### src/design/smctm_pkg.sv
/*
  Shared constants for the static memory timing and mode block: register
  offsets, field positions, reset values, region start bytes and states.
  Assumes a single 25 MHz clock; all timing counts are in those clocks.
*/
// Behaviour
// - turnaround length 1-7 clocks, bits 19-17
// - write strobe width 1-7 clocks, bits 13-11
// - read strobe delay 1-7 clocks, bits 10-8
// - write cycle 3-15 clocks, bits 7-4
// - read cycle 2-15 clocks, bits 3-0
// - region zero start byte reads 0x60
// - region one start byte reads 0x61
// - mode bit 11 enables address latch strobe
// - burst code 000 single, 001 four beats
// - width code 01 means 16-bit bus
package smctm_pkg;

  localparam int REG_AW = 8;

  // register offsets
  localparam logic [7:0] OFF_TIMING3 = 8'h00;
  localparam logic [7:0] OFF_MODE0 = 8'h04;
  localparam logic [7:0] OFF_MODE1 = 8'h08;
  localparam logic [7:0] OFF_SET_TIMING = 8'h0c;
  localparam logic [7:0] OFF_SET_MODE = 8'h10;
  localparam logic [7:0] OFF_CMD = 8'h14;
  localparam logic [7:0] OFF_STATUS = 8'h18;

  // timing field positions
  localparam int TR_LSB = 17;
  localparam int WP_LSB = 11;
  localparam int CEOE_LSB = 8;
  localparam int WC_LSB = 4;
  localparam int RC_LSB = 0;

  // mode field positions
  localparam int MATCH_LSB = 24;
  localparam int FILL_LSB = 16;
  localparam int ADV_BIT = 11;
  localparam int BL_LSB = 3;
  localparam int MW_LSB = 0;

  // timing reset values
  localparam logic [2:0] TR_RST = 3'h1;
  localparam logic [2:0] WP_RST = 3'h6;
  localparam logic [2:0] CEOE_RST = 3'h3;
  localparam logic [3:0] WC_RST = 4'hc;
  localparam logic [3:0] RC_RST = 4'h4;

  // smallest legal codes, lower codes are raised to these; WE_START is the first write strobe phase
  localparam logic [3:0] TR_MIN = 4'h1;
  localparam logic [3:0] WP_MIN = 4'h1;
  localparam logic [3:0] CEOE_MIN = 4'h1;
  localparam logic [3:0] WC_MIN = 4'h3;
  localparam logic [3:0] RC_MIN = 4'h2;
  localparam logic [3:0] WE_START = 4'h1;

  // mode values
  localparam logic [7:0] START_R0 = 8'h60;
  localparam logic [7:0] START_R1 = 8'h61;
  localparam logic [7:0] START_R3 = 8'h63;
  localparam logic [7:0] MODE_FILL = 8'hff;
  localparam logic ADV_RST = 1'b1;
  localparam logic [2:0] BL_RST = 3'h0;
  localparam logic [2:0] BL_FOUR = 3'h1;
  localparam logic [1:0] MW_16 = 2'h1;
  localparam logic [1:0] BEAT_LAST = 2'h3;

  // command and status bits
  localparam int CMD_TIM_BIT = 0;
  localparam int CMD_M0_BIT = 1;
  localparam int CMD_M1_BIT = 2;
  localparam int ST_BUSY_BIT = 0;
  localparam int ST_ERR_BIT = 1;
  localparam int ST_PEND_BIT = 2;

  typedef enum logic [2:0] {
    S_IDLE,
    S_LATCH,
    S_READ,
    S_WRITE,
    S_TURN
  } smctm_state_type;

endpackage

### src/design/smctm_phase_counter.sv
/*
  Elapsed-cycle counter for one bus phase, with its next value exposed.
  Assumes the owner clears it on entry to every phase.
*/
`timescale 1ns/10ps
module smctm_phase_counter
  #(parameter int W = 4)
(
  // clock and reset
  input wire logic clk,
  input wire logic reset,
  // control
  input wire logic clear,
  // count
  output logic [W-1:0] count,
  output logic [W-1:0] countNext
);

  logic [W-1:0] count_q;

  // saturates so a stuck phase never wraps into a short one
  always_comb
  begin
    if (clear)
      countNext = '0;
    else if (&count_q)
      countNext = count_q;
    else
      countNext = count_q + W'(1);
  end

  always_ff @(posedge clk or posedge reset)
  begin
    if (reset)
      count_q <= '0;
    else
      count_q <= countNext;
  end

  assign count = count_q;

endmodule

### src/design/smctm_region_mode.sv
/*
  Operating mode of one chip-select region: fixed start byte, address
  latch use, read burst code and bus width code, plus the address match.
  Assumes the owner loads new settings only while the bus is idle.
*/
`timescale 1ns/10ps
module smctm_region_mode
  import smctm_pkg::*;
  #(parameter logic [7:0] START = START_R0)
(
  // clock and reset
  input wire logic clk,
  input wire logic reset,
  // settings load
  input wire logic load,
  input wire logic [31:0] loadWord,
  // address match
  input wire logic [7:0] addrHigh,
  output logic hit,
  // settings
  output logic adv,
  output logic [2:0] burstCode,
  output logic [1:0] widthCode,
  output logic [31:0] modeWord
);

  logic adv_q, adv_d;
  logic [2:0] bl_q, bl_d;
  logic [1:0] mw_q, mw_d;

  always_comb
  begin
    adv_d = adv_q;
    bl_d = bl_q;
    mw_d = mw_q;
    if (load)
    begin
      adv_d = loadWord[ADV_BIT];
      bl_d = loadWord[BL_LSB +: 3];
      mw_d = loadWord[MW_LSB +: 2];
    end
  end

  always_ff @(posedge clk or posedge reset)
  begin
    if (reset)
    begin
      adv_q <= ADV_RST;
      bl_q <= BL_RST;
      mw_q <= MW_16;
    end
    else
    begin
      adv_q <= adv_d;
      bl_q <= bl_d;
      mw_q <= mw_d;
    end
  end

  assign hit = (addrHigh == START);
  assign adv = adv_q;
  assign burstCode = bl_q;
  assign widthCode = mw_q;
  // start byte is wired, so software can never move the region
  assign modeWord = (32'(START) << MATCH_LSB)
    | (32'(MODE_FILL) << FILL_LSB)
    | (32'(adv_q) << ADV_BIT)
    | (32'(bl_q) << BL_LSB)
    | (32'(mw_q) << MW_LSB);

endmodule

### src/design/smctm_top.sv
/*
  Static memory controller slice: access timing of region three, mode of
  regions zero and one, and the engine that runs asynchronous 16-bit
  read and write cycles on the external pins.
  Assumes a plain register port and a request port held until acknowledged.
*/
// The address map and the strobed register port were left to the implementer.
`timescale 1ns/10ps
module smctm_top
  import smctm_pkg::*;
(
  // clock and reset
  input wire logic clk,
  input wire logic reset,
  // register port
  input wire logic [7:0] regAddr,
  input wire logic [31:0] regWdata,
  input wire logic regWrStb,
  input wire logic regRdStb,
  output logic [31:0] regRdata,
  // request port
  input wire logic memReq,
  input wire logic memWrite,
  input wire logic [31:0] memAddr,
  input wire logic [15:0] memWdata,
  output logic memAck,
  output logic memErr,
  output logic memRdValid,
  output logic [15:0] memRdata,
  output logic memDone,
  // external memory pins
  output logic chipSelZeroN,
  output logic chipSelOneN,
  output logic chipSelThreeN,
  output logic addrLatch,
  output logic outEnN,
  output logic writeEnN,
  output logic [22:0] extAddr,
  input wire logic [15:0] extDataIn,
  output logic [15:0] extDataOut,
  output logic extDataOeN
);

  smctm_state_type state_q, state_d;
  logic [2:0] sel_q, sel_d;
  logic [22:0] addr_q, addr_d;
  logic [15:0] wdata_q, wdata_d;
  logic write_q, write_d;
  logic [1:0] beat_q, beat_d;
  logic phClear;
  logic [3:0] phCount, phNext;
  logic memAck_d, memErr_d, memRdValid_d, memDone_d;
  logic [15:0] memRdata_d;
  logic memAck_q;
  logic [15:0] memRdata_q;
  logic applyNow;
  logic [2:0] trQ, trD, wpQ, wpD, ceoeQ, ceoeD;
  logic [3:0] wcQ, wcD, rcQ, rcD;
  logic [31:0] setTim_q, setTim_d, setMode_q, setMode_d;
  logic [2:0] pend_q, pend_d;
  logic err_q, err_d;
  logic [31:0] regRdata_d;
  logic csZ_d, csO_d, csT_d, ale_d, oeN_d, weN_d, drvN_d;
  logic hit0, hit1, hit3, adv0, adv1, reqAdv, curAdv;
  logic [2:0] bl0, bl1, curBl;
  logic [31:0] mode0Word, mode1Word, timingWord;
  logic [3:0] trE, wpE, ceoeE, wcE, rcE, weLim;
  logic [3:0] weRun_q;

  function automatic logic [3:0] atLeast(input logic [3:0] v,
                                         input logic [3:0] lo);
    atLeast = (v < lo) ? lo : v;
  endfunction

  smctm_phase_counter #(.W(4)) u_phase (
    .clk(clk),
    .reset(reset),
    .clear(phClear),
    .count(phCount),
    .countNext(phNext)
  );

  smctm_region_mode #(.START(START_R0)) u_mode0 (
    .clk(clk),
    .reset(reset),
    .load(applyNow && pend_q[CMD_M0_BIT]),
    .loadWord(setMode_q),
    .addrHigh(memAddr[31:24]),
    .hit(hit0),
    .adv(adv0),
    .burstCode(bl0),
    .widthCode(),
    .modeWord(mode0Word)
  );

  smctm_region_mode #(.START(START_R1)) u_mode1 (
    .clk(clk),
    .reset(reset),
    .load(applyNow && pend_q[CMD_M1_BIT]),
    .loadWord(setMode_q),
    .addrHigh(memAddr[31:24]),
    .hit(hit1),
    .adv(adv1),
    .burstCode(bl1),
    .widthCode(),
    .modeWord(mode1Word)
  );

  // region three has no mode register here, so it runs with reset modes
  assign hit3 = (memAddr[31:24] == START_R3);
  assign reqAdv = hit0 ? adv0 : (hit1 ? adv1 : ADV_RST);
  assign curAdv = sel_q[0] ? adv0 : (sel_q[1] ? adv1 : ADV_RST);
  assign curBl = sel_q[0] ? bl0 : (sel_q[1] ? bl1 : BL_RST);

  // codes below the legal floor are raised to it
  assign trE = atLeast({1'b0, trQ}, TR_MIN);
  assign wpE = atLeast({1'b0, wpQ}, WP_MIN);
  assign ceoeE = atLeast({1'b0, ceoeQ}, CEOE_MIN);
  assign wcE = atLeast(wcQ, WC_MIN);
  assign rcE = atLeast(rcQ, RC_MIN);
  // strobe must end one clock before the cycle does
  assign weLim = (wpE < 4'(wcE - 4'h1)) ? wpE : 4'(wcE - 4'h2);

  assign timingWord = (32'(trQ) << TR_LSB) | (32'(wpQ) << WP_LSB)
    | (32'(ceoeQ) << CEOE_LSB) | (32'(wcQ) << WC_LSB)
    | (32'(rcQ) << RC_LSB);

  // bus engine
  always_comb
  begin
    state_d = state_q;
    sel_d = sel_q;
    addr_d = addr_q;
    wdata_d = wdata_q;
    write_d = write_q;
    beat_d = beat_q;
    phClear = 1'b0;
    memAck_d = 1'b0;
    memErr_d = 1'b0;
    memRdValid_d = 1'b0;
    memDone_d = 1'b0;
    memRdata_d = memRdata_q;
    applyNow = 1'b0;
    case (state_q)
      S_IDLE:
      begin
        // settings change only between accesses; the request waits
        if (pend_q != 3'h0)
          applyNow = 1'b1;
        else if (memReq && !memAck_q)
        begin
          memAck_d = 1'b1;
          // unconfigured space gets no bus cycle at all
          if (!(hit0 || hit1 || hit3))
            memErr_d = 1'b1;
          else
          begin
            sel_d = {hit3, hit1, hit0};
            addr_d = memAddr[23:1];
            wdata_d = memWdata;
            write_d = memWrite;
            beat_d = 2'h0;
            phClear = 1'b1;
            if (reqAdv)
              state_d = S_LATCH;
            else if (memWrite)
              state_d = S_WRITE;
            else
              state_d = S_READ;
          end
        end
      end
      S_LATCH:
      begin
        phClear = 1'b1;
        state_d = write_q ? S_WRITE : S_READ;
      end
      S_READ:
      begin
        if (phCount == 4'(rcE - 4'h1))
        begin
          memRdValid_d = 1'b1;
          memRdata_d = extDataIn;
          phClear = 1'b1;
          if (curBl == BL_FOUR && beat_q != BEAT_LAST)
          begin
            beat_d = beat_q + 2'h1;
            addr_d = addr_q + 23'h1;
          end
          else
          begin
            memDone_d = 1'b1;
            state_d = S_TURN;
          end
        end
      end
      S_WRITE:
      begin
        if (phCount == 4'(wcE - 4'h1))
        begin
          phClear = 1'b1;
          memDone_d = 1'b1;
          state_d = S_TURN;
        end
      end
      S_TURN:
      begin
        if (phCount == 4'(trE - 4'h1))
          state_d = S_IDLE;
      end
      default:
      begin
        state_d = S_IDLE;
      end
    endcase
  end

  // pin decode from the next state, so the pins come straight off flops
  always_comb
  begin
    csZ_d = 1'b1;
    csO_d = 1'b1;
    csT_d = 1'b1;
    ale_d = (state_d == S_LATCH);
    oeN_d = 1'b1;
    weN_d = 1'b1;
    drvN_d = 1'b1;
    if (state_d == S_LATCH || state_d == S_READ || state_d == S_WRITE)
    begin
      csZ_d = !sel_d[0];
      csO_d = !sel_d[1];
      csT_d = !sel_d[2];
    end
    if (state_d == S_READ && phNext >= ceoeE)
      oeN_d = 1'b0;
    if (state_d == S_WRITE)
    begin
      drvN_d = 1'b0;
      if (phNext >= WE_START && phNext <= weLim)
        weN_d = 1'b0;
    end
  end

  // register file
  always_comb
  begin
    trD = trQ;
    wpD = wpQ;
    ceoeD = ceoeQ;
    wcD = wcQ;
    rcD = rcQ;
    setTim_d = setTim_q;
    setMode_d = setMode_q;
    pend_d = applyNow ? 3'h0 : pend_q;
    err_d = err_q;
    if (applyNow && pend_q[CMD_TIM_BIT])
    begin
      trD = setTim_q[TR_LSB +: 3];
      wpD = setTim_q[WP_LSB +: 3];
      ceoeD = setTim_q[CEOE_LSB +: 3];
      wcD = setTim_q[WC_LSB +: 4];
      rcD = setTim_q[RC_LSB +: 4];
    end
    if (regWrStb)
    begin
      case (regAddr)
        OFF_SET_TIMING: setTim_d = regWdata;
        OFF_SET_MODE: setMode_d = regWdata;
        OFF_CMD: pend_d = pend_d | regWdata[2:0];
        OFF_STATUS: err_d = err_q & !regWdata[ST_ERR_BIT];
        default: ;
      endcase
    end
    // a refused request in the clearing cycle still sets the flag
    if (memErr_d)
      err_d = 1'b1;
    regRdata_d = 32'h0;
    if (regRdStb)
    begin
      case (regAddr)
        OFF_TIMING3: regRdata_d = timingWord;
        OFF_MODE0: regRdata_d = mode0Word;
        OFF_MODE1: regRdata_d = mode1Word;
        OFF_SET_TIMING: regRdata_d = setTim_q;
        OFF_SET_MODE: regRdata_d = setMode_q;
        OFF_CMD: regRdata_d = 32'(pend_q);
        OFF_STATUS: regRdata_d = (32'(state_q != S_IDLE) << ST_BUSY_BIT)
          | (32'(err_q) << ST_ERR_BIT)
          | (32'(pend_q != 3'h0) << ST_PEND_BIT);
        default: regRdata_d = 32'h0;
      endcase
    end
  end

  always_ff @(posedge clk or posedge reset)
  begin
    if (reset)
    begin
      state_q <= S_IDLE;
      sel_q <= 3'h0;
      addr_q <= 23'h0;
      wdata_q <= 16'h0;
      write_q <= 1'b0;
      beat_q <= 2'h0;
      memAck_q <= 1'b0;
      memErr <= 1'b0;
      memRdValid <= 1'b0;
      memRdata_q <= 16'h0;
      memDone <= 1'b0;
      chipSelZeroN <= 1'b1;
      chipSelOneN <= 1'b1;
      chipSelThreeN <= 1'b1;
      addrLatch <= 1'b0;
      outEnN <= 1'b1;
      writeEnN <= 1'b1;
      extDataOeN <= 1'b1;
      extAddr <= 23'h0;
      extDataOut <= 16'h0;
      trQ <= TR_RST;
      wpQ <= WP_RST;
      ceoeQ <= CEOE_RST;
      wcQ <= WC_RST;
      rcQ <= RC_RST;
      setTim_q <= 32'h0;
      setMode_q <= 32'h0;
      pend_q <= 3'h0;
      err_q <= 1'b0;
      regRdata <= 32'h0;
      weRun_q <= 4'h0;
    end
    else
    begin
      state_q <= state_d;
      sel_q <= sel_d;
      addr_q <= addr_d;
      wdata_q <= wdata_d;
      write_q <= write_d;
      beat_q <= beat_d;
      memAck_q <= memAck_d;
      memErr <= memErr_d;
      memRdValid <= memRdValid_d;
      memRdata_q <= memRdata_d;
      memDone <= memDone_d;
      chipSelZeroN <= csZ_d;
      chipSelOneN <= csO_d;
      chipSelThreeN <= csT_d;
      addrLatch <= ale_d;
      outEnN <= oeN_d;
      writeEnN <= weN_d;
      extDataOeN <= drvN_d;
      extAddr <= addr_d;
      extDataOut <= wdata_d;
      trQ <= trD;
      wpQ <= wpD;
      ceoeQ <= ceoeD;
      wcQ <= wcD;
      rcQ <= rcD;
      setTim_q <= setTim_d;
      setMode_q <= setMode_d;
      pend_q <= pend_d;
      err_q <= err_d;
      regRdata <= regRdata_d;
      weRun_q <= writeEnN ? 4'h0 : weRun_q + 4'h1;
    end
  end

  assign memAck = memAck_q;
  assign memRdata = memRdata_q;

  property p_turn_len;
    @(posedge clk) disable iff (reset)
    $fell(state_q == S_TURN) |-> $past(phCount) == 4'(trE - 4'h1);
  endproperty
  a_turn_len: assert property (p_turn_len)
    else $error("turnaround length");

  property p_we_width;
    @(posedge clk) disable iff (reset)
    $rose(writeEnN) |-> weRun_q == weLim;
  endproperty
  a_we_width: assert property (p_we_width)
    else $error("write strobe width");

  property p_oe_delay;
    @(posedge clk) disable iff (reset)
    $fell(outEnN) |-> phCount == ceoeE && !chipSelZeroN + !chipSelOneN
      + !chipSelThreeN == 2'h1;
  endproperty
  a_oe_delay: assert property (p_oe_delay)
    else $error("read strobe delay");

  property p_wr_len;
    @(posedge clk) disable iff (reset)
    $rose(extDataOeN) |-> $past(phCount) == 4'(wcE - 4'h1) && memDone;
  endproperty
  a_wr_len: assert property (p_wr_len)
    else $error("write cycle length");

  property p_rd_len;
    @(posedge clk) disable iff (reset)
    memRdValid |-> $past(phCount) == 4'(rcE - 4'h1) && $past(!outEnN);
  endproperty
  a_rd_len: assert property (p_rd_len)
    else $error("read cycle length");

  property p_mode0_start;
    @(posedge clk) disable iff (reset)
    regRdStb && regAddr == OFF_MODE0 |=> regRdata[31:24] == START_R0;
  endproperty
  a_mode0_start: assert property (p_mode0_start)
    else $error("region 0 start");

  property p_mode1_start;
    @(posedge clk) disable iff (reset)
    regRdStb && regAddr == OFF_MODE1 ##1 1'b1 |-> regRdata[31:24] == START_R1;
  endproperty
  a_mode1_start: assert property (p_mode1_start)
    else $error("region 1 start");

  property p_ale_use;
    @(posedge clk) disable iff (reset)
    addrLatch |-> curAdv ##1 !addrLatch;
  endproperty
  a_ale_use: assert property (p_ale_use)
    else $error("address latch use");

  property p_burst;
    @(posedge clk) disable iff (reset)
    memDone && !write_q |-> beat_q == ((curBl == BL_FOUR) ? BEAT_LAST : 2'h0);
  endproperty
  a_burst: assert property (p_burst)
    else $error("read burst beats");

  property p_one_select;
    @(posedge clk) disable iff (reset)
    state_q == S_IDLE && pend_q == 3'h0 && memReq && !memAck_q && hit0
      |=> !chipSelZeroN && chipSelOneN && chipSelThreeN;
  endproperty
  a_one_select: assert property (p_one_select)
    else $error("chip select");

endmodule

### config.mk
export PLATFORM = sky130hd
export DESIGN_NAME = smctm_top
export DESIGN_NICKNAME = d
export VERILOG_FILES = /design/src/design/smctm_pkg.sv /design/src/design/smctm_phase_counter.sv /design/src/design/smctm_region_mode.sv /design/src/design/smctm_top.sv
export SDC_FILE = /design/constraint.sdc
export NUM_CORES = 1
export LEC_CHECK = 0
export BUFFER_PORTS_ARGS = -buffer_cell sky130_fd_sc_hd__buf_2
export CORE_MARGIN = 1
export CORE_UTILIZATION = 30
export DETAILED_ROUTE_END_ITERATION = 7
export MAX_ROUTING_LAYER = met4
export SLEW_MARGIN = 20
export SYNTH_ARGS = -nofsm -noshare
export SYNTH_HDL_FRONTEND = slang
export SYNTH_SLANG_ARGS = --single-unit
### constraint.sdc
create_clock -name clk -period 19.2 [get_ports clk]
set_input_delay 2.88 -clock clk [delete_from_list [all_inputs] [get_ports clk]]
set_output_delay 2.88 -clock clk [all_outputs]
set_load 0.02 [all_outputs]
# == Word-level counts from Yosys, hierarchy flattened ==
# Index checks and enable logic that the tools add are counted.
# totals
ff_bits,208
input_bits,110
output_inout_bits,98
elab_cells,193
# classes
n_addsub,7
n_lt_le_gt_ge,9
eq_ne,26
n_mux,73
bitwise,13
n_reduce_logical,30
# ops
cell,count
$pmux 32 s7,1
$mux 23,5
$or 32x2->32,2
$or 31x6->31,2
$mux 3,19
$pmux 23 s2,1
$mux 32,1
$mux 1,31
$eq 8x5->1 const B,3
$eq 8x7->1 const B,3
$add 23x1->23 const B,1
$mux 4,5
$or 20x11->20,1
$or 20x14->20,1
$or 20x4->20,1
$or 20x8->20,1
$eq 8x4->1 const B,2
$pmux 3 s5,1
$eq 3x2->1 const B,4
$eq 4x4->1,3
$mux 2,6
$ne 2x2->1 const B,6
$eq 3x1->1 const B,3
$lt 3x1->1 const B,3
other kinds (30),52

# == Depth between registers and ports, before layout ==
# depth
word_depth,12
mapped_depth,17
ltp_nobuf,16

# == By module ==
# Synthesis repeated with hierarchy kept, for this count alone.
# hier_totals
cells_unflattened,933
hier_area_um2,10490.1
# modules_own_cells
mod,n_inst,cells_per_inst,area_each_um2,seq_area_each_um2
smctm_top,1,812,9266.4,4822.1
smctm_region_mode at u_mode1,1,51,506.7,152.6
smctm_region_mode at u_mode0,1,51,505.5,152.6
smctm_phase_counter,1,19,211.5,100.1

# == Least setup slack after synthesis ==
# No wires, ideal clock.
# synth_timing
path_kind,input to register
from,input memAddr[31]
to,register writeEnN
setup_time_ps,106
arrival_time_ps,5272
t_required_ps,19094
path_slack_ps,13822
path_stages,13
path_buffers,1
cell_sequence,nand4bb_1 -> nor4_1 -> and2_1 -> buf_2 -> a211oi_1 -> nor2b_1 -> ha_1 -> nor2b_1 -> o21a_1 -> o21ai_0 -> nand2b_1 -> a32oi_1 -> nand4_1
# synth_via
elab_chain_len,12
elab_cells_between_ends,23
classes_between,2 x order compare; 4 x eq/ne; 14 x mux; 3 x reduce/logical
# synth_lines
element,line,rtl
"start, declared",smctm_top.sv:24,"input wire logic [31:0] memAddr,"
$eq 8x7->1,smctm_region_mode.sv:60,assign hit = (addrHigh == START);
$logic_or 1x1->1,smctm_top.sv:154,if (!(hit0 || hit1 || hit3))
$logic_or 1x1->1 (*),smctm_top.sv:154,
$mux 1 (*),smctm_top.sv:154,
$mux 1 (*),smctm_top.sv:150,else if (memReq && !memAck_q)
$mux 1 (*),smctm_top.sv:148,if (pend_q != 3'h0)
$pmux 1 s4 (*),smctm_top.sv:144,case (state_q)
$mux 4 (*),smctm_phase_counter.sv:24,if (clear)
net phNext[1],smctm_top.sv:51,"logic [3:0] phCount, phNext;"
$ge 4x1->1 or $le 4x4->1 (tied branches),smctm_top.sv:239,if (phNext >= WE_START && phNext <= weLim)
$logic_and 1x1->1 (*),smctm_top.sv:239,
$mux 1 (*),smctm_top.sv:239,
$mux 1 (*),smctm_top.sv:236,if (state_d == S_WRITE)
net weN_d,smctm_top.sv:63,"logic csZ_d, csO_d, csT_d, ale_d, oeN_d, weN_d, drvN_d;"
"end signal, assigned",smctm_top.sv:349,writeEnN <= weN_d;
"end, declared",smctm_top.sv:37,"output logic writeEnN,"
# Mark *: on every way through the listed nets, which the timed path passes. The rest lies on a longest branch.
# A chain may end at the register's enable or synchronous reset.

# == Final worst setup path ==
# Same ends and word-level chain as after synthesis.

==> results.md <==
- Via density: roughly 5.0
- Synth top area cells: dfrtp_1, mux2_2, dfstp_2
- Biggest area consumer among synthesized cells: dfrtp_1
- Initial Utilization: 0.307
- CTS tree: built
- Multi-input logic area: 4200 um^2
- Outcome: completed
- Clock latency on the worst-skew pair: around 0.54 ns
- Netlist Area Pre-Place: ~9700 um^2
- Cts repair resizes: 0
- CTS max path bufs: 3
- PwrDens: about 120 nW/um^2
- Register Area: about 5200 um^2
- Worst hold path class: reg -> reg
- Least-Margin Pin Slew: 1.03 ns
- Synth async-reset ratio: 1.00
- Post-DP HPWL: 17600 um
- H-tree depth: 1
- Most frequent CP cell: nor2b_1
- Distinct cells, synth: 70
- Chip width: between 150 and 200 um
- Gate Count Post-Synth: about 800
- Synthesis-stage register bit count: approximately 210
- Syn_area_per_cell: roughly 12 um^2
- CP Capture Type: flop
- Fmax: roughly 160 MHz
- Starting DRC count in detailed routing: about 530
- Drt total wl: approximately 26000 um
- Fin nets: about 1.1k
- Count of final hold-check violations: 0
- Post-synthesis sequential area ratio: 0.536
- WP data required: around 20 ns
- Vias in the first global route: 7208
- Yosys warning count: 0
- Core ar.: between 30000 and 40000 um^2
- Crit path DAT: between 6 and 7 ns
- Min cycle time layout: 6.18 ns
- Peak VDD IR: 66.6 uV
- DRC viols: 0
- Area grow syn2layout: 24.5%
- Crit-path max FO: 21
- Ys flop type: dfrtp_1
- Port bufs: between 200 and 250
- EDFF count, synth: 0
- CP max stage delay: between 0.9 and 1 ns
- TritonCTS Buffers: 25
- Leakage power: between 5 and 6 nW
- CTS Hold Bufs: 0
- Placed cells: around 1.4k
- Setup Total Neg Slack: 0 ns
- Worst Skew: around 0.022 ns
- DIE AREA: 33200 um^2
- Crit path max-delay cell type: and2_1
- Critical path class: in -> reg
- Fillcell total: around 3.1k
- CTS Sinks: approximately 210
- Final setup fails: 0
- Initial antenna violation count: 4
- Antenna Nets Post-Route: 0
- Share of layout cells above drive strength 1: 0.421
- Slew HR: 0.311
- Largest net degree at the start of global routing: 145
- Final GP Congestion: approximately 0.88
- Top-area cell type share of the netlist area: 0.488
- Syn nets: 950
- Overall Global Routing Usage: 0.156
- Post-CTS setup buffer count: 0
- TritonRoute pass-1 iters: 5
- Reg clk slew, reported paths: approximately 0.06 ns
- Max-cap check violation count: 0
- First-pass GRT wire length: about 40000 um
- Clock Tree Root: clkbuf_16
- CP top delay family: simple AND/OR/NAND/NOR gates
- RSZ-0062 raised after global routing: false
- WL per Instance: 17.4 um
- Pins Over Slew Limit: 0
- Die Y: between 150 and 200 um
- Grt total ovfl: 0
- Critical path buffers and inverters: 1
- Num ports: 208
- Final worst path period share: 0.322
- Non-filler cells, final: between 1k and 1.5k
- CP Launch Type: input pin
- Via count: around 7.4k
- Row cnt: 65
- CP cell instances: buf_2 > nand4bb_1 > nor4_1 > and2_1 > a211oi_1 > nor2b_1 > ha_1 > nor2b_1 > o21a_1 > o21ai_0 > nand2b_1 > a32oi_1 > nand4_1
==> per-layer routing <==
metal  global-route usage  routed length, um  share of wire  vias to the layer above
li1                     -                  -              -                     3432
met4               0.0323                469          0.018                        0
met2                0.238              11200           0.44                      290
met5                    -                  0              0                        -
met1                0.208              11800           0.46                     3603
met3               0.0397               2100          0.082                       34
==> final timing paths <==
path	from	end	slack, ns	cells past startpoint
worst max-delay path	memAddr[31]	writeEnN$_DFF_PP1_	13.02	13
worst min-delay path	beat_q[1]$_DFFE_PP0P_	beat_q[1]$_DFFE_PP0P_	0.49	1
worst max register to register	state_q[2]$_DFF_PP0_	writeEnN$_DFF_PP1_	15.21	13
worst min register to register	beat_q[1]$_DFFE_PP0P_	beat_q[1]$_DFFE_PP0P_	0.49	1
max in group asynchronous	reset	u_mode1.burstCode[0]$_DFFE_PP0P_	15.32	3
min in group asynchronous	reset	memErr$_DFF_PP0_	2.46	2
==> state kept, by name (all words and copies together) (netlist names), 4 cells and up <==
signal         cells
addr_q            23
setTim_q          32
wdata_q           16
regRdata          32
wcQ                4
u_phase.count      4
memRdata          16
rcQ                4
setMode_q         32
==> cell usage in the layout (no fill, tap or decap), types with 5 or more instances in the layout <==
cell type  Yosys  routed
a211oi_1      11      11
a211oi_2       5       5
a21o_1         5       5
a21oi_1       33      32
a221o_1        5       5
a22o_1         6       6
a22oi_1       30      30
a2bb2oi_1      6       6
a31oi_1        9       9
and2_1        11      11
and3_1         6       6
buf_2          6     206
buf_4          1      12
bufinv_16      0       6
clkbuf_16      0      25
dfrtp_1      190     190
dfstp_2       18      18
ha_1          16      16
inv_1         22      21
mux2_2       124     124
nand2_1       48      48
nand2b_1       8       8
nand3_1       14      14
nand4_1       11      11
nor2_1        55      55
nor2b_1        9       9
nor3_1        10       8
nor4_1         6       6
o21ai_0       20      20
or3_1          6       6
xnor2_1        5       5
xor2_1         5       5
==> layout make-up <==
class / instances / share of cell area
repair buffers: 218 / 0.0924
inverters: 22 / 0.00783
flip-flops and latches: 208 / 0.431
well taps: 435 / 0.0448
clock buffers: 31 / 0.0567
clock inverters: 15 / 0.0208
multi-input cells: 540 / 0.346
diodes: 4 / 0.000825
==> kinds of logic (layout without fill, tap and decap cells) <==
group / after synthesis / count (layout) / share of synthesized area
AO/OA/AOI/OAI: 180 / 180 / 0.140
XOR/XNOR: 10 / 10 / 0.00898
adder cells (fa/ha/maj): 16 / 16 / 0.0205
buffers and inverters: 76 / 286 / 0.0343
flip-flops: 208 / 208 / 0.536
multiplexers: 132 / 132 / 0.157
other: 0 / 4 / 0
AND/OR/NAND/NOR: 202 / 202 / 0.103
==> power breakdown <==
group	internal (mW)	switching, mW
Sequential	0.498	0.0587
Clock	0.337	0.194
Combinational	0.160	0.235
Total	0.995	0.488
==> metrics by stage <==
stage	utilization	cell area, um^2	setup slack [ns]	hold WS, ns	total power, mW
2_1_floorplan	-	9750	10.67	0.450	0.836
3_3_place_gp	0.352	11200	12.44	0.463	0.951
3_5_place_dp	0.352	11200	12.37	0.480	0.958
4_1_cts	0.381	12100	12.89	0.498	1.49
5_1_grt	0.382	12100	12.60	0.507	1.56
6_report	0.382	12100	13.02	0.490	1.48
==> cell usage after synthesis, types with 14 or more instances <==
cell / instances
a22oi_1: 30
mux2_2: 124
nand2_1: 48
inv_1: 22
a21oi_1: 33
o21ai_0: 20
clkbuf_1: 31
dfrtp_1: 190
nor2_1: 55
nand3_1: 14
dfstp_2: 18
ha_1: 16
Power figures use the tool's default switching activity.
